## config.mk

```make
export PLATFORM = sky130hd
export DESIGN_NAME = imgr_top
export DESIGN_NICKNAME = d
export VERILOG_FILES = /design/src/imgr_pkg.sv /design/src/imgr_top.sv
export SDC_FILE = /design/constraint.sdc
export NUM_CORES = 1
export LEC_CHECK = 0
export BUFFER_PORTS_ARGS = -buffer_cell sky130_fd_sc_hd__buf_4
export CAP_MARGIN = 20
export CORE_MARGIN = 2
export CORE_UTILIZATION = 51
export CTS_BUF_LIST = sky130_fd_sc_hd__clkbuf_16
export DETAILED_ROUTE_END_ITERATION = 8
export GPL_TIMING_DRIVEN = 0
export PLACE_DENSITY = 0.81
export SYNTH_ARGS = -nofsm -noshare
export SYNTH_HDL_FRONTEND = slang
export SYNTH_SLANG_ARGS = --single-unit
```

## constraint.sdc

```tcl
create_clock -name mclk_in -period 1.2 [get_ports mclk_in]
set_input_delay 0 -clock mclk_in [delete_from_list [all_inputs] [get_ports mclk_in]]
set_output_delay 0 -clock mclk_in [all_outputs]
set_load 0.05 [all_outputs]
```

## src/imgr_pkg.sv

```systemverilog
// constants and field layout of the input mixer gain register bank
// Contract
// [RULE1] left mixer bit 8 unmutes preamp-B path
// [RULE2] left mixer bit 7 adds 30dB on preamp-B
// [RULE3] left mixer bit 5 unmutes preamp-A path
// [RULE4] left mixer bit 4 adds 30dB on preamp-A
// [RULE5] left mixer bits 2:0 set loop gain
// [RULE6] left aux bits 8:6 set line-2 gain
// [RULE7] left aux bits 5:3 set voice-to-mux gain
// [RULE8] left aux bits 2:0 set voice-to-mixer gain
// [RULE9] right mixer bit 8 unmutes preamp-B path
// [RULE10] right mixer bit 7 adds 30dB on preamp-B
// [RULE11] right mixer bit 5 unmutes preamp-A path
// [RULE12] right mixer bit 4 adds 30dB on preamp-A
// [RULE13] right mixer bits 2:0 set loop gain
// [RULE14] right aux bits 8:6 set line-2 gain
// [RULE15] right aux bits 5:3 set voice-to-mux gain
// [RULE16] right aux bits 2:0 set voice-to-mixer gain
// [RULE17] software matches left voice gains in voice mode
// [RULE18] software matches right voice gains in voice mode
// [RULE19] software avoids gain changes while paths active
// [RULE20] source select picks mixer, voice or differential
// [RULE21] decoded selects follow stored fields after write
package imgr_pkg;

  // ==========================================================
  // bus geometry
  localparam int ADDR_W = 8;
  localparam int DATA_W = 16;
  localparam int REG_W = 9;
  localparam int SEL_REG_W = 4;

  // ==========================================================
  // register offsets
  localparam logic [7:0] ADDR_ADC_SOURCE_SELECT = 8'h27;
  localparam logic [7:0] ADDR_LEFT_MIXER_PGA_LOOP_GAIN = 8'h29;
  localparam logic [7:0] ADDR_RIGHT_MIXER_PGA_LOOP_GAIN = 8'h2a;
  localparam logic [7:0] ADDR_LEFT_MIXER_LINE_VOICE_GAIN = 8'h2b;
  localparam logic [7:0] ADDR_RIGHT_MIXER_LINE_VOICE_GAIN = 8'h2c;
  localparam logic [7:0] ADDR_VOICE_GAIN_STATUS = 8'h2d;

  // ==========================================================
  // reset values
  localparam logic [8:0] RST_GAIN_REG = 9'h000;
  localparam logic [3:0] RST_SEL_REG = 4'h0;
  localparam logic [15:0] RDATA_IDLE = 16'h0000;

  // ==========================================================
  // writable bits (bits 6 and 3 of the mixer words are reserved)
  localparam logic [8:0] MASK_MIXER_REG = 9'h1b7;
  localparam logic [8:0] MASK_AUX_REG = 9'h1ff;

  // ==========================================================
  // field positions
  localparam int BIT_PGAB_UNMUTE = 8;
  localparam int BIT_PGAB_BOOST = 7;
  localparam int BIT_PGAA_UNMUTE = 5;
  localparam int BIT_PGAA_BOOST = 4;
  localparam int LSB_LOOP_GAIN = 0;
  localparam int LSB_LINE2_GAIN = 6;
  localparam int LSB_VOICE_MUX_GAIN = 3;
  localparam int LSB_VOICE_MIX_GAIN = 0;
  localparam int LSB_LEFT_SRC_SEL = 2;
  localparam int LSB_RIGHT_SRC_SEL = 0;
  localparam int CODE_W = 3;
  localparam int GAIN_SEL_W = 7;
  localparam int N_CODES = 8;

  // ==========================================================
  // adc source multiplexer encodings
  localparam logic [1:0] SRC_INPUT_MIXER = 2'h0;
  localparam logic [1:0] SRC_VOICE = 2'h1;
  localparam logic [1:0] SRC_DIFF_PREAMP = 2'h2;
  localparam int SRC_IDX_MIXER = 0;
  localparam int SRC_IDX_VOICE = 1;
  localparam int SRC_IDX_DIFF = 2;

  // all flops of the bank
  typedef struct packed {
    logic [8:0] mix_l;
    logic [8:0] mix_r;
    logic [8:0] aux_l;
    logic [8:0] aux_r;
    logic [3:0] src_sel;
    logic [15:0] rdata;
    logic [N_CODES-1:0][GAIN_SEL_W-1:0] gain_sel;
    logic [2:0] src_mux_l;
    logic [2:0] src_mux_r;
    logic [1:0] voice_mismatch;
  } imgr_state_s;

endpackage

```

## src/imgr_top.sv

```systemverilog
// input mixer gain register bank with decoded analogue selects
//
// Implementation choice: strobed register access.
`timescale 1ns/1ps
module imgr_top
  import imgr_pkg::*;
(
  // clock, reset, enable
  input wire logic mclk_in,
  input wire logic rst_n_in,
  input wire logic ce_in,
  // register port
  input wire logic [ADDR_W-1:0] addr_in,
  input wire logic [DATA_W-1:0] wdata_in,
  input wire logic wr_in,
  input wire logic rd_in,
  output logic [DATA_W-1:0] rdata_out,
  // left path controls
  output logic left_pgab_path_unmute_out,
  output logic left_pgab_path_boost_out,
  output logic left_pgaa_path_unmute_out,
  output logic left_pgaa_path_boost_out,
  output logic [GAIN_SEL_W-1:0] left_loop_gain_sel_out,
  output logic [GAIN_SEL_W-1:0] left_line2_gain_sel_out,
  output logic [GAIN_SEL_W-1:0] left_voice_to_mux_gain_sel_out,
  output logic [GAIN_SEL_W-1:0] left_voice_to_mixer_gain_sel_out,
  output logic [2:0] left_adc_source_mux_out,
  // right path controls
  output logic right_pgab_path_unmute_out,
  output logic right_pgab_path_boost_out,
  output logic right_pgaa_path_unmute_out,
  output logic right_pgaa_path_boost_out,
  output logic [GAIN_SEL_W-1:0] right_loop_gain_sel_out,
  output logic [GAIN_SEL_W-1:0] right_line2_gain_sel_out,
  output logic [GAIN_SEL_W-1:0] right_voice_to_mux_gain_sel_out,
  output logic [GAIN_SEL_W-1:0] right_voice_to_mixer_gain_sel_out,
  output logic [2:0] right_adc_source_mux_out,
  // voice gain pair disagreement, bit 0 left, bit 1 right
  output logic [1:0] voice_gain_mismatch_out
);

  // ==========================================================
  // state
  imgr_state_s st;
  imgr_state_s next_st;

  // ==========================================================
  // write path: next register values
  logic wr_mix_l;
  logic wr_mix_r;
  logic wr_aux_l;
  logic wr_aux_r;
  logic wr_sel;
  logic [8:0] mix_l_nx;
  logic [8:0] mix_r_nx;
  logic [8:0] aux_l_nx;
  logic [8:0] aux_r_nx;
  logic [3:0] sel_nx;

  // address decode, qualified by the write strobe
  assign wr_mix_l = wr_in && (addr_in == ADDR_LEFT_MIXER_PGA_LOOP_GAIN);
  assign wr_mix_r = wr_in && (addr_in == ADDR_RIGHT_MIXER_PGA_LOOP_GAIN);
  assign wr_aux_l = wr_in && (addr_in == ADDR_LEFT_MIXER_LINE_VOICE_GAIN);
  assign wr_aux_r = wr_in && (addr_in == ADDR_RIGHT_MIXER_LINE_VOICE_GAIN);
  assign wr_sel = wr_in && (addr_in == ADDR_ADC_SOURCE_SELECT);

  // reserved bits are dropped on the way in so they always read zero
  assign mix_l_nx = wr_mix_l ? (wdata_in[REG_W-1:0] & MASK_MIXER_REG) : st.mix_l; // [RULE1] [RULE2] [RULE3] [RULE4]
  assign mix_r_nx = wr_mix_r ? (wdata_in[REG_W-1:0] & MASK_MIXER_REG) : st.mix_r; // [RULE9] [RULE10] [RULE11] [RULE12]
  assign aux_l_nx = wr_aux_l ? (wdata_in[REG_W-1:0] & MASK_AUX_REG) : st.aux_l;
  assign aux_r_nx = wr_aux_r ? (wdata_in[REG_W-1:0] & MASK_AUX_REG) : st.aux_r;
  assign sel_nx = wr_sel ? wdata_in[SEL_REG_W-1:0] : st.src_sel;

  // ==========================================================
  // gain code extraction, decoded from next values so that the
  // analogue selects change on the same edge as the stored word
  logic [N_CODES-1:0][CODE_W-1:0] code_nx;
  logic [N_CODES-1:0][GAIN_SEL_W-1:0] dec_nx;

  assign code_nx[0] = mix_l_nx[LSB_LOOP_GAIN +: CODE_W]; // [RULE5]
  assign code_nx[1] = aux_l_nx[LSB_LINE2_GAIN +: CODE_W]; // [RULE6]
  assign code_nx[2] = aux_l_nx[LSB_VOICE_MUX_GAIN +: CODE_W]; // [RULE7]
  assign code_nx[3] = aux_l_nx[LSB_VOICE_MIX_GAIN +: CODE_W]; // [RULE8]
  assign code_nx[4] = mix_r_nx[LSB_LOOP_GAIN +: CODE_W]; // [RULE13]
  assign code_nx[5] = aux_r_nx[LSB_LINE2_GAIN +: CODE_W]; // [RULE14]
  assign code_nx[6] = aux_r_nx[LSB_VOICE_MUX_GAIN +: CODE_W]; // [RULE15]
  assign code_nx[7] = aux_r_nx[LSB_VOICE_MIX_GAIN +: CODE_W]; // [RULE16]

  // one-hot step select: code k lights bit k-1, code zero lights none (mute)
  genvar gi;
  genvar gk;
  generate
    for (gi = 0; gi < N_CODES; gi++) begin : g_code
      for (gk = 0; gk < GAIN_SEL_W; gk++) begin : g_step
        assign dec_nx[gi][gk] = (code_nx[gi] == CODE_W'(gk + 1)); // [RULE21]
      end
    end
  endgenerate

  // ==========================================================
  // adc source decode; the reserved code selects nothing
  logic [1:0] src_l_nx;
  logic [1:0] src_r_nx;
  logic [2:0] mux_l_nx;
  logic [2:0] mux_r_nx;

  assign src_l_nx = sel_nx[LSB_LEFT_SRC_SEL +: 2];
  assign src_r_nx = sel_nx[LSB_RIGHT_SRC_SEL +: 2];

  // one-hot per side: mixer, voice, differential preamp pair
  always_comb begin
    mux_l_nx = 3'h0;
    mux_r_nx = 3'h0;
    case (src_l_nx)
      SRC_INPUT_MIXER: mux_l_nx[SRC_IDX_MIXER] = 1'b1; // [RULE20]
      SRC_VOICE: mux_l_nx[SRC_IDX_VOICE] = 1'b1;
      SRC_DIFF_PREAMP: mux_l_nx[SRC_IDX_DIFF] = 1'b1;
      default: mux_l_nx = 3'h0;
    endcase
    case (src_r_nx)
      SRC_INPUT_MIXER: mux_r_nx[SRC_IDX_MIXER] = 1'b1; // [RULE20]
      SRC_VOICE: mux_r_nx[SRC_IDX_VOICE] = 1'b1;
      SRC_DIFF_PREAMP: mux_r_nx[SRC_IDX_DIFF] = 1'b1;
      default: mux_r_nx = 3'h0;
    endcase
  end

  // ==========================================================
  // voice pair check; hardware only reports it, software must fix it
  logic [1:0] mismatch_nx;

  assign mismatch_nx[0] = (src_l_nx == SRC_VOICE) && (code_nx[2] != code_nx[3]); // [RULE17]
  assign mismatch_nx[1] = (src_r_nx == SRC_VOICE) && (code_nx[6] != code_nx[7]); // [RULE18]

  // ==========================================================
  // read mux, answered from the values before any same-cycle write
  logic [DATA_W-1:0] rd_word;

  always_comb begin
    rd_word = RDATA_IDLE;
    case (addr_in)
      ADDR_LEFT_MIXER_PGA_LOOP_GAIN: rd_word = {7'h00, st.mix_l};
      ADDR_RIGHT_MIXER_PGA_LOOP_GAIN: rd_word = {7'h00, st.mix_r};
      ADDR_LEFT_MIXER_LINE_VOICE_GAIN: rd_word = {7'h00, st.aux_l};
      ADDR_RIGHT_MIXER_LINE_VOICE_GAIN: rd_word = {7'h00, st.aux_r};
      ADDR_ADC_SOURCE_SELECT: rd_word = {12'h000, st.src_sel};
      ADDR_VOICE_GAIN_STATUS: rd_word = {14'h0000, st.voice_mismatch};
      default: rd_word = RDATA_IDLE;
    endcase
  end

  // ==========================================================
  // next state; gain fields are static, so no zero-cross timing is
  // attempted here and a change mid-stream may pop
  always_comb begin
    next_st = st;
    next_st.mix_l = mix_l_nx;
    next_st.mix_r = mix_r_nx;
    next_st.aux_l = aux_l_nx;
    next_st.aux_r = aux_r_nx;
    next_st.src_sel = sel_nx;
    next_st.gain_sel = dec_nx; // [RULE21]
    next_st.src_mux_l = mux_l_nx;
    next_st.src_mux_r = mux_r_nx;
    next_st.voice_mismatch = mismatch_nx;
    // read data stands one cycle only
    next_st.rdata = rd_in ? rd_word : RDATA_IDLE;
  end

  // state register; mute-everything reset is implied by zero codes
  always_ff @(posedge mclk_in or negedge rst_n_in) begin
    if (!rst_n_in) begin
      st.mix_l <= RST_GAIN_REG;
      st.mix_r <= RST_GAIN_REG;
      st.aux_l <= RST_GAIN_REG;
      st.aux_r <= RST_GAIN_REG;
      st.src_sel <= RST_SEL_REG;
      st.rdata <= RDATA_IDLE;
      st.gain_sel <= '0;
      st.src_mux_l <= 3'h1;
      st.src_mux_r <= 3'h1;
      st.voice_mismatch <= 2'h0;
    end else if (ce_in) begin
      st <= next_st;
    end
  end

  // ==========================================================
  // outputs, each straight from a flop
  assign rdata_out = st.rdata;
  assign left_pgab_path_unmute_out = st.mix_l[BIT_PGAB_UNMUTE]; // [RULE1]
  assign left_pgab_path_boost_out = st.mix_l[BIT_PGAB_BOOST]; // [RULE2]
  assign left_pgaa_path_unmute_out = st.mix_l[BIT_PGAA_UNMUTE]; // [RULE3]
  assign left_pgaa_path_boost_out = st.mix_l[BIT_PGAA_BOOST]; // [RULE4]
  assign right_pgab_path_unmute_out = st.mix_r[BIT_PGAB_UNMUTE]; // [RULE9]
  assign right_pgab_path_boost_out = st.mix_r[BIT_PGAB_BOOST]; // [RULE10]
  assign right_pgaa_path_unmute_out = st.mix_r[BIT_PGAA_UNMUTE]; // [RULE11]
  assign right_pgaa_path_boost_out = st.mix_r[BIT_PGAA_BOOST]; // [RULE12]
  assign left_loop_gain_sel_out = st.gain_sel[0];
  assign left_line2_gain_sel_out = st.gain_sel[1];
  assign left_voice_to_mux_gain_sel_out = st.gain_sel[2];
  assign left_voice_to_mixer_gain_sel_out = st.gain_sel[3];
  assign right_loop_gain_sel_out = st.gain_sel[4];
  assign right_line2_gain_sel_out = st.gain_sel[5];
  assign right_voice_to_mux_gain_sel_out = st.gain_sel[6];
  assign right_voice_to_mixer_gain_sel_out = st.gain_sel[7];
  assign left_adc_source_mux_out = st.src_mux_l;
  assign right_adc_source_mux_out = st.src_mux_r;
  assign voice_gain_mismatch_out = st.voice_mismatch;

endmodule // imgr_top

```

### After elaboration in Yosys (flattened, before gate mapping)

Cells that the tools add are included.

* eq/ne operators: 68
* muxes and demuxes: 13
* reduce and logical (&&, ||, !) cells: 11

Operators with widths (count)
* 3-bit equality test (second input constant): 32
* 9-bit one-hot mux with 6 select lines: 1
* 3-bit by 2-bit equality test with 1-bit output (second input constant): 16
* 8-bit by 6-bit equality test with 1-bit output (second input constant): 6
* 3-bit by 1-bit equality test with 1-bit output (second input constant): 8
* 9-bit 2-to-1 mux: 2
* 16-bit 2-to-1 mux: 1
* 1-bit logical AND: 7
* 1-bit 2-to-1 mux: 6
* 3-bit 2-to-1 mux: 2
* 3-bit inequality test: 2
* 2-bit by 1-bit equality test with 1-bit output (second input constant): 2
* 2-bit equality test (second input constant): 2
* 2-bit zero test: 2
* 4-bit 2-to-1 mux: 1
* 2-bit AND reduction: 2

* bits in registers: 116
* output and inout port bits: 88
* word-level logic and storage cells: 111

### Longest topological paths before layout

* depth in word-level cells: 5
* depth in mapped cells: 7
* depth with buffers taken out: 4

### Least setup slack after synthesis

Ideal clock, no wire load.

* path kind: input to register
* start: in addr_in[0]
* end: reg st, in the netlist right_line2_gain_sel_out[2]
* library setup time: 0.082 ns
* arrival time: 1.246 ns
* slack: -0.128 ns
* stages: 6
* path buffers: 2
* path through: buf_2 -> and4bb_1 -> nand3_1 -> clkbuf_1 -> or3_1 -> a31oi_1

* word-level cells in the longest chain between the ends: 4

RTL lines
* start: declaration: RTL line imgr_top.sv:13 `input wire logic [ADDR_W-1:0] addr_in,`
* 8-bit by 6-bit equality test with 1-bit output: RTL line imgr_top.sv:64 `assign wr_aux_r = wr_in && (addr_in == ADDR_RIGHT_MIXER_LINE_VOICE_GAIN);`
* 1-bit logical AND: RTL line imgr_top.sv:64
* 9-bit 2-to-1 mux: RTL line imgr_top.sv:71 `assign aux_r_nx = wr_aux_r ? (wdata_in[REG_W-1:0] & MASK_AUX_REG) : st.aux_r;`
* 3-bit by 2-bit equality test with 1-bit output: RTL line imgr_top.sv:95 `assign dec_nx[gi][gk] = (code_nx[gi] == CODE_W'(gk + 1));`
* end signal: assignment: RTL line imgr_top.sv:184 `st <= next_st;`
* end: declaration: RTL line imgr_top.sv:44 `imgr_state_s st;`

No other way between the ends.
A chain may end at the register's enable or synchronous reset.

### Final worst setup path

* start: in addr_in[4]
* end: reg st, in the netlist voice_gain_mismatch_out[0]

* word-level cells in the longest chain between the ends: 5

RTL lines
* 8-bit by 6-bit equality test with 1-bit output, on equally long branches: RTL line imgr_top.sv:63, imgr_top.sv:65
* 1-bit logical AND, on equally long branches: RTL line imgr_top.sv:63, imgr_top.sv:65
* 9-bit 2-to-1 mux or 4-bit 2-to-1 mux (tied branches): RTL line imgr_top.sv:70, imgr_top.sv:72
* 3-bit inequality test or 2-bit by 1-bit equality test with 1-bit output (tied branches): RTL line imgr_top.sv:132 `assign mismatch_nx[0] = (src_l_nx == SRC_VOICE) && (code_nx[2] != code_nx[3]);`
* 1-bit logical AND *: RTL line imgr_top.sv:132

Every way passes the cells marked *; elsewhere a longest branch is shown, timed or not.

==> impl_metrics.tcl <==
set metrics [dict create \
    yosysUniqueCellTypes 55 \
    cts_made_buffers 9 \
    max_stage_delay_ns 0.57 \
    htree_levels 3 \
    drive_above_1_share_pct 42.5 \
    skew_ns 0.00593 \
    finalSetupViolCount 4 \
    crit_type "primary input to flip-flop" \
    diodes 0 \
    drc_errors 0 \
    synth_edf_count 0 \
    grt_overflow 0 \
    wire_per_inst_um 19.6 \
    path_cells "buf_4, or4b_4, nor3_4, buf_4, a311oi_2, a211oi_1" \
    timing.rr.start "st[83]$_DFFE_PN0P_" \
    via_per_inst 5.87 \
    p_sw_mw 2.81 \
    io_buffers 98 \
    violations "negative setup slack" \
    period_needed_ns 1.25 \
    num_vias 5628 \
    hpwl_um 13300 \
    sw_frac_of_total_pct 32.1 \
    seq_area_um2 2750 \
    gp_congestion 0.967 \
    ir_drop_mv 0.699 \
    mostFrequentLayoutCells "193 x buf_4, 88 x dfrtp_1, 53 x nor2_1" \
    seqPwrFrac_pct 45.6 \
    clockBufferDepth 2 \
    timing.hold.ws_ns 0.00548 \
    p_leak_nw 3.79 \
    grt_use_met3_pct 4.13 \
    cts.sinks 109 \
    hp-class "primary input to flip-flop" \
    max_freq_mhz 799 \
    fin_ws_ns -0.0515 \
    dieHeight_um 116 \
    initial_core_util_pct 52.7 \
    io_pins 117 \
    path_clk_slew_ns 0.08 \
    ant_nets 0 \
    core_um2 12100 \
    p_per_area_nw_per_um2 1080 \
    synth-seq-cells 109 \
    clkPwrFrac_pct 33.5 \
    grt_util_all_layers_pct 28.4 \
    final_core_util_pct 67.0 \
    rr_worst_depth 3 \
    antenna_found_initial 0 \
    critPathRequiredTime_ns 1.46 \
    fin_crit_sh_pct 104 \
    internal_power_mw 5.95 \
    final_common_cell "buf_4" \
    power_frac_comb_pct 20.9 \
    drtIter0Drc 551 \
    worst_pin_slew_ns 0.725 \
    syn2layout_area_growth_pct 27.2 \
    crit_slowest_cell "or4b_4" \
    start_kind "primary input" \
    yosysSeqAreaShare_pct 42.8 \
    status "finished, violations left" \
    cap_violations 0 \
    slew_violations 0 \
    syn_area_um2 6380 \
    cts_root_buf "clkbuf_16" \
    finalHoldViolCount 0 \
    multiInputGateArea_um2 2970 \
    dr.pass1.iters 5 \
    met1_usage_pct 38.9 \
    num_rows 40 \
    die_w_um 116 \
    nFillCells 970 \
    slew_headroom_pct 51.7 \
    avgSynthCellArea_um2 9.65 \
    grt_max_degree 57 \
    synthArstFlopShare_pct 100 \
    cp-startpoint "addr_in[4]" \
    hold_start "rd_in" \
    cpMostUsedCell "buf_4" \
    die_area_um2 13400 \
    cp-end-kind "flip-flop" \
    critPathMaxFanout 3 \
    syn_inst 661 \
    yosys_warnings 0 \
    grt_pass1_vias 5446 \
    synth_ff_type "dfrtp_1" \
    grt-busiest-layer "met2" \
    clk_latency_ns 0.36 \
    crit_arrival_ns 1.51 \
    tritoncts "yes" \
    final_nets 814 \
    whs_path_depth 3 \
    fin_setup_tns_ns -0.0560 \
    met2_usage_pct 44.2 \
    grt_pass1_wl_um 28800 \
    rsz0062_at_grt "true" \
    wirelength_um 18800 \
]
==> flip-flops by register name (all words and copies together), names as in the netlist, 2 cells and up <==
register,cells
st,28
rdata_out,9
left_line2_gain_sel_out,7
left_loop_gain_sel_out,7
left_voice_to_mixer_gain_sel_out,7
left_voice_to_mux_gain_sel_out,7
right_line2_gain_sel_out,7
right_loop_gain_sel_out,7
right_voice_to_mixer_gain_sel_out,7
right_voice_to_mux_gain_sel_out,7
left_adc_source_mux_out,3
right_adc_source_mux_out,3
voice_gain_mismatch_out,2
==> worst paths after layout <==
| check | end | slack (ns) |
|---|---|---|
| worst max-delay path | voice_gain_mismatch_out[0]$_DFFE_PN0P_ | -0.05 |
| worst min-delay path | rdata_out[0]$_DFFE_PN0P_ | 0.005 |
| worst max register to register | voice_gain_mismatch_out[0]$_DFFE_PN0P_ | -0.05 |
| worst min register to register | rdata_out[8]$_DFFE_PN0P_ | 0.50 |
| max in group asynchronous | st[101]$_DFFE_PN0P_ | 0.23 |
| min in group asynchronous | right_adc_source_mux_out[2]$_DFFE_PN0P_ | 0.24 |
==> critical path: cells and delay by family <==
family	cells	cell delay [ns]
simple gates	2	0.80
compound gates	2	0.42
buf+inv	2	0.27
==> metrics by stage <==
step	std cells	total power, mW	instance area (um^2)	setup WS [ns]
after floorplan	667	5.22	6450	-0.0797
after global placement	933	5.74	7390	-0.694
after detailed placement	934	5.80	7420	-0.771
after CTS	950	8.72	7870	0.00187
after global routing	958	9.08	8110	-0.0436
final	958	8.76	8110	-0.0515
==> repair_timing <==
action / 4_1_cts / 5_1_grt
resized for setup: 25 / 51
buffers inserted: 12 / 9
hold endpoints to repair: 56 / 0
pin swaps: 2 / 12
hold buffers: 5 / 0
setup endpoints to repair: 93 / 58
==> metal layers <==
layer,vias to the layer above,share of wire [%]
li1,2512,-
met1,2771,43
met2,290,47
met3,55,6.5
met4,0,3.4
met5,-,0
==> area by class of cell <==
class	instances	area share [%]
flip-flops and latches	109	33.9
multi-input cells	409	36.6
repair buffers	125	12.7
clock buffers	9	2.78
well taps	168	2.59
inverters	10	0.463
plain buffers	121	10.2
clock inverters	7	0.725
==> cells in the mapped netlist, types with 14 or more instances <==
library cell | count | share of area [%]
a21oi_1 | 30 | 2.4
a31oi_1 | 20 | 2.0
buf_4 | 80 | 9.4
clkbuf_1 | 42 | 2.5
dfrtp_1 | 107 | 42
mux2_2 | 36 | 6.4
mux2i_1 | 22 | 3.5
nand2_1 | 41 | 2.4
nand3_1 | 23 | 1.8
nand3b_1 | 14 | 1.6
nand4b_1 | 14 | 1.9
nor2_1 | 53 | 3.1
nor3b_1 | 19 | 2.2
==> power by group through the flow <==
stage / logic [mW] / registers (mW) / clock network (mW)
2_1_floorplan: 1.22 / 4.00 / 0
3_3_place_gp: 1.73 / 4.01 / 0
3_5_place_dp: 1.78 / 4.02 / 0
4_1_cts: 1.77 / 3.99 / 2.96
5_1_grt: 1.94 / 4.02 / 3.13
6_report: 1.83 / 4.00 / 2.94
==> cell families after synthesis <==
family	share of synthesized area (%)
multiplexers	9.99
buffers and inverters	13.7
other	0.0588
AO/OA/AOI/OAI	11.9
flip-flops	42.8
XOR/XNOR	1.24
AND/OR/NAND/NOR	20.3
Note: power is estimated with default switching activity, not from simulation.
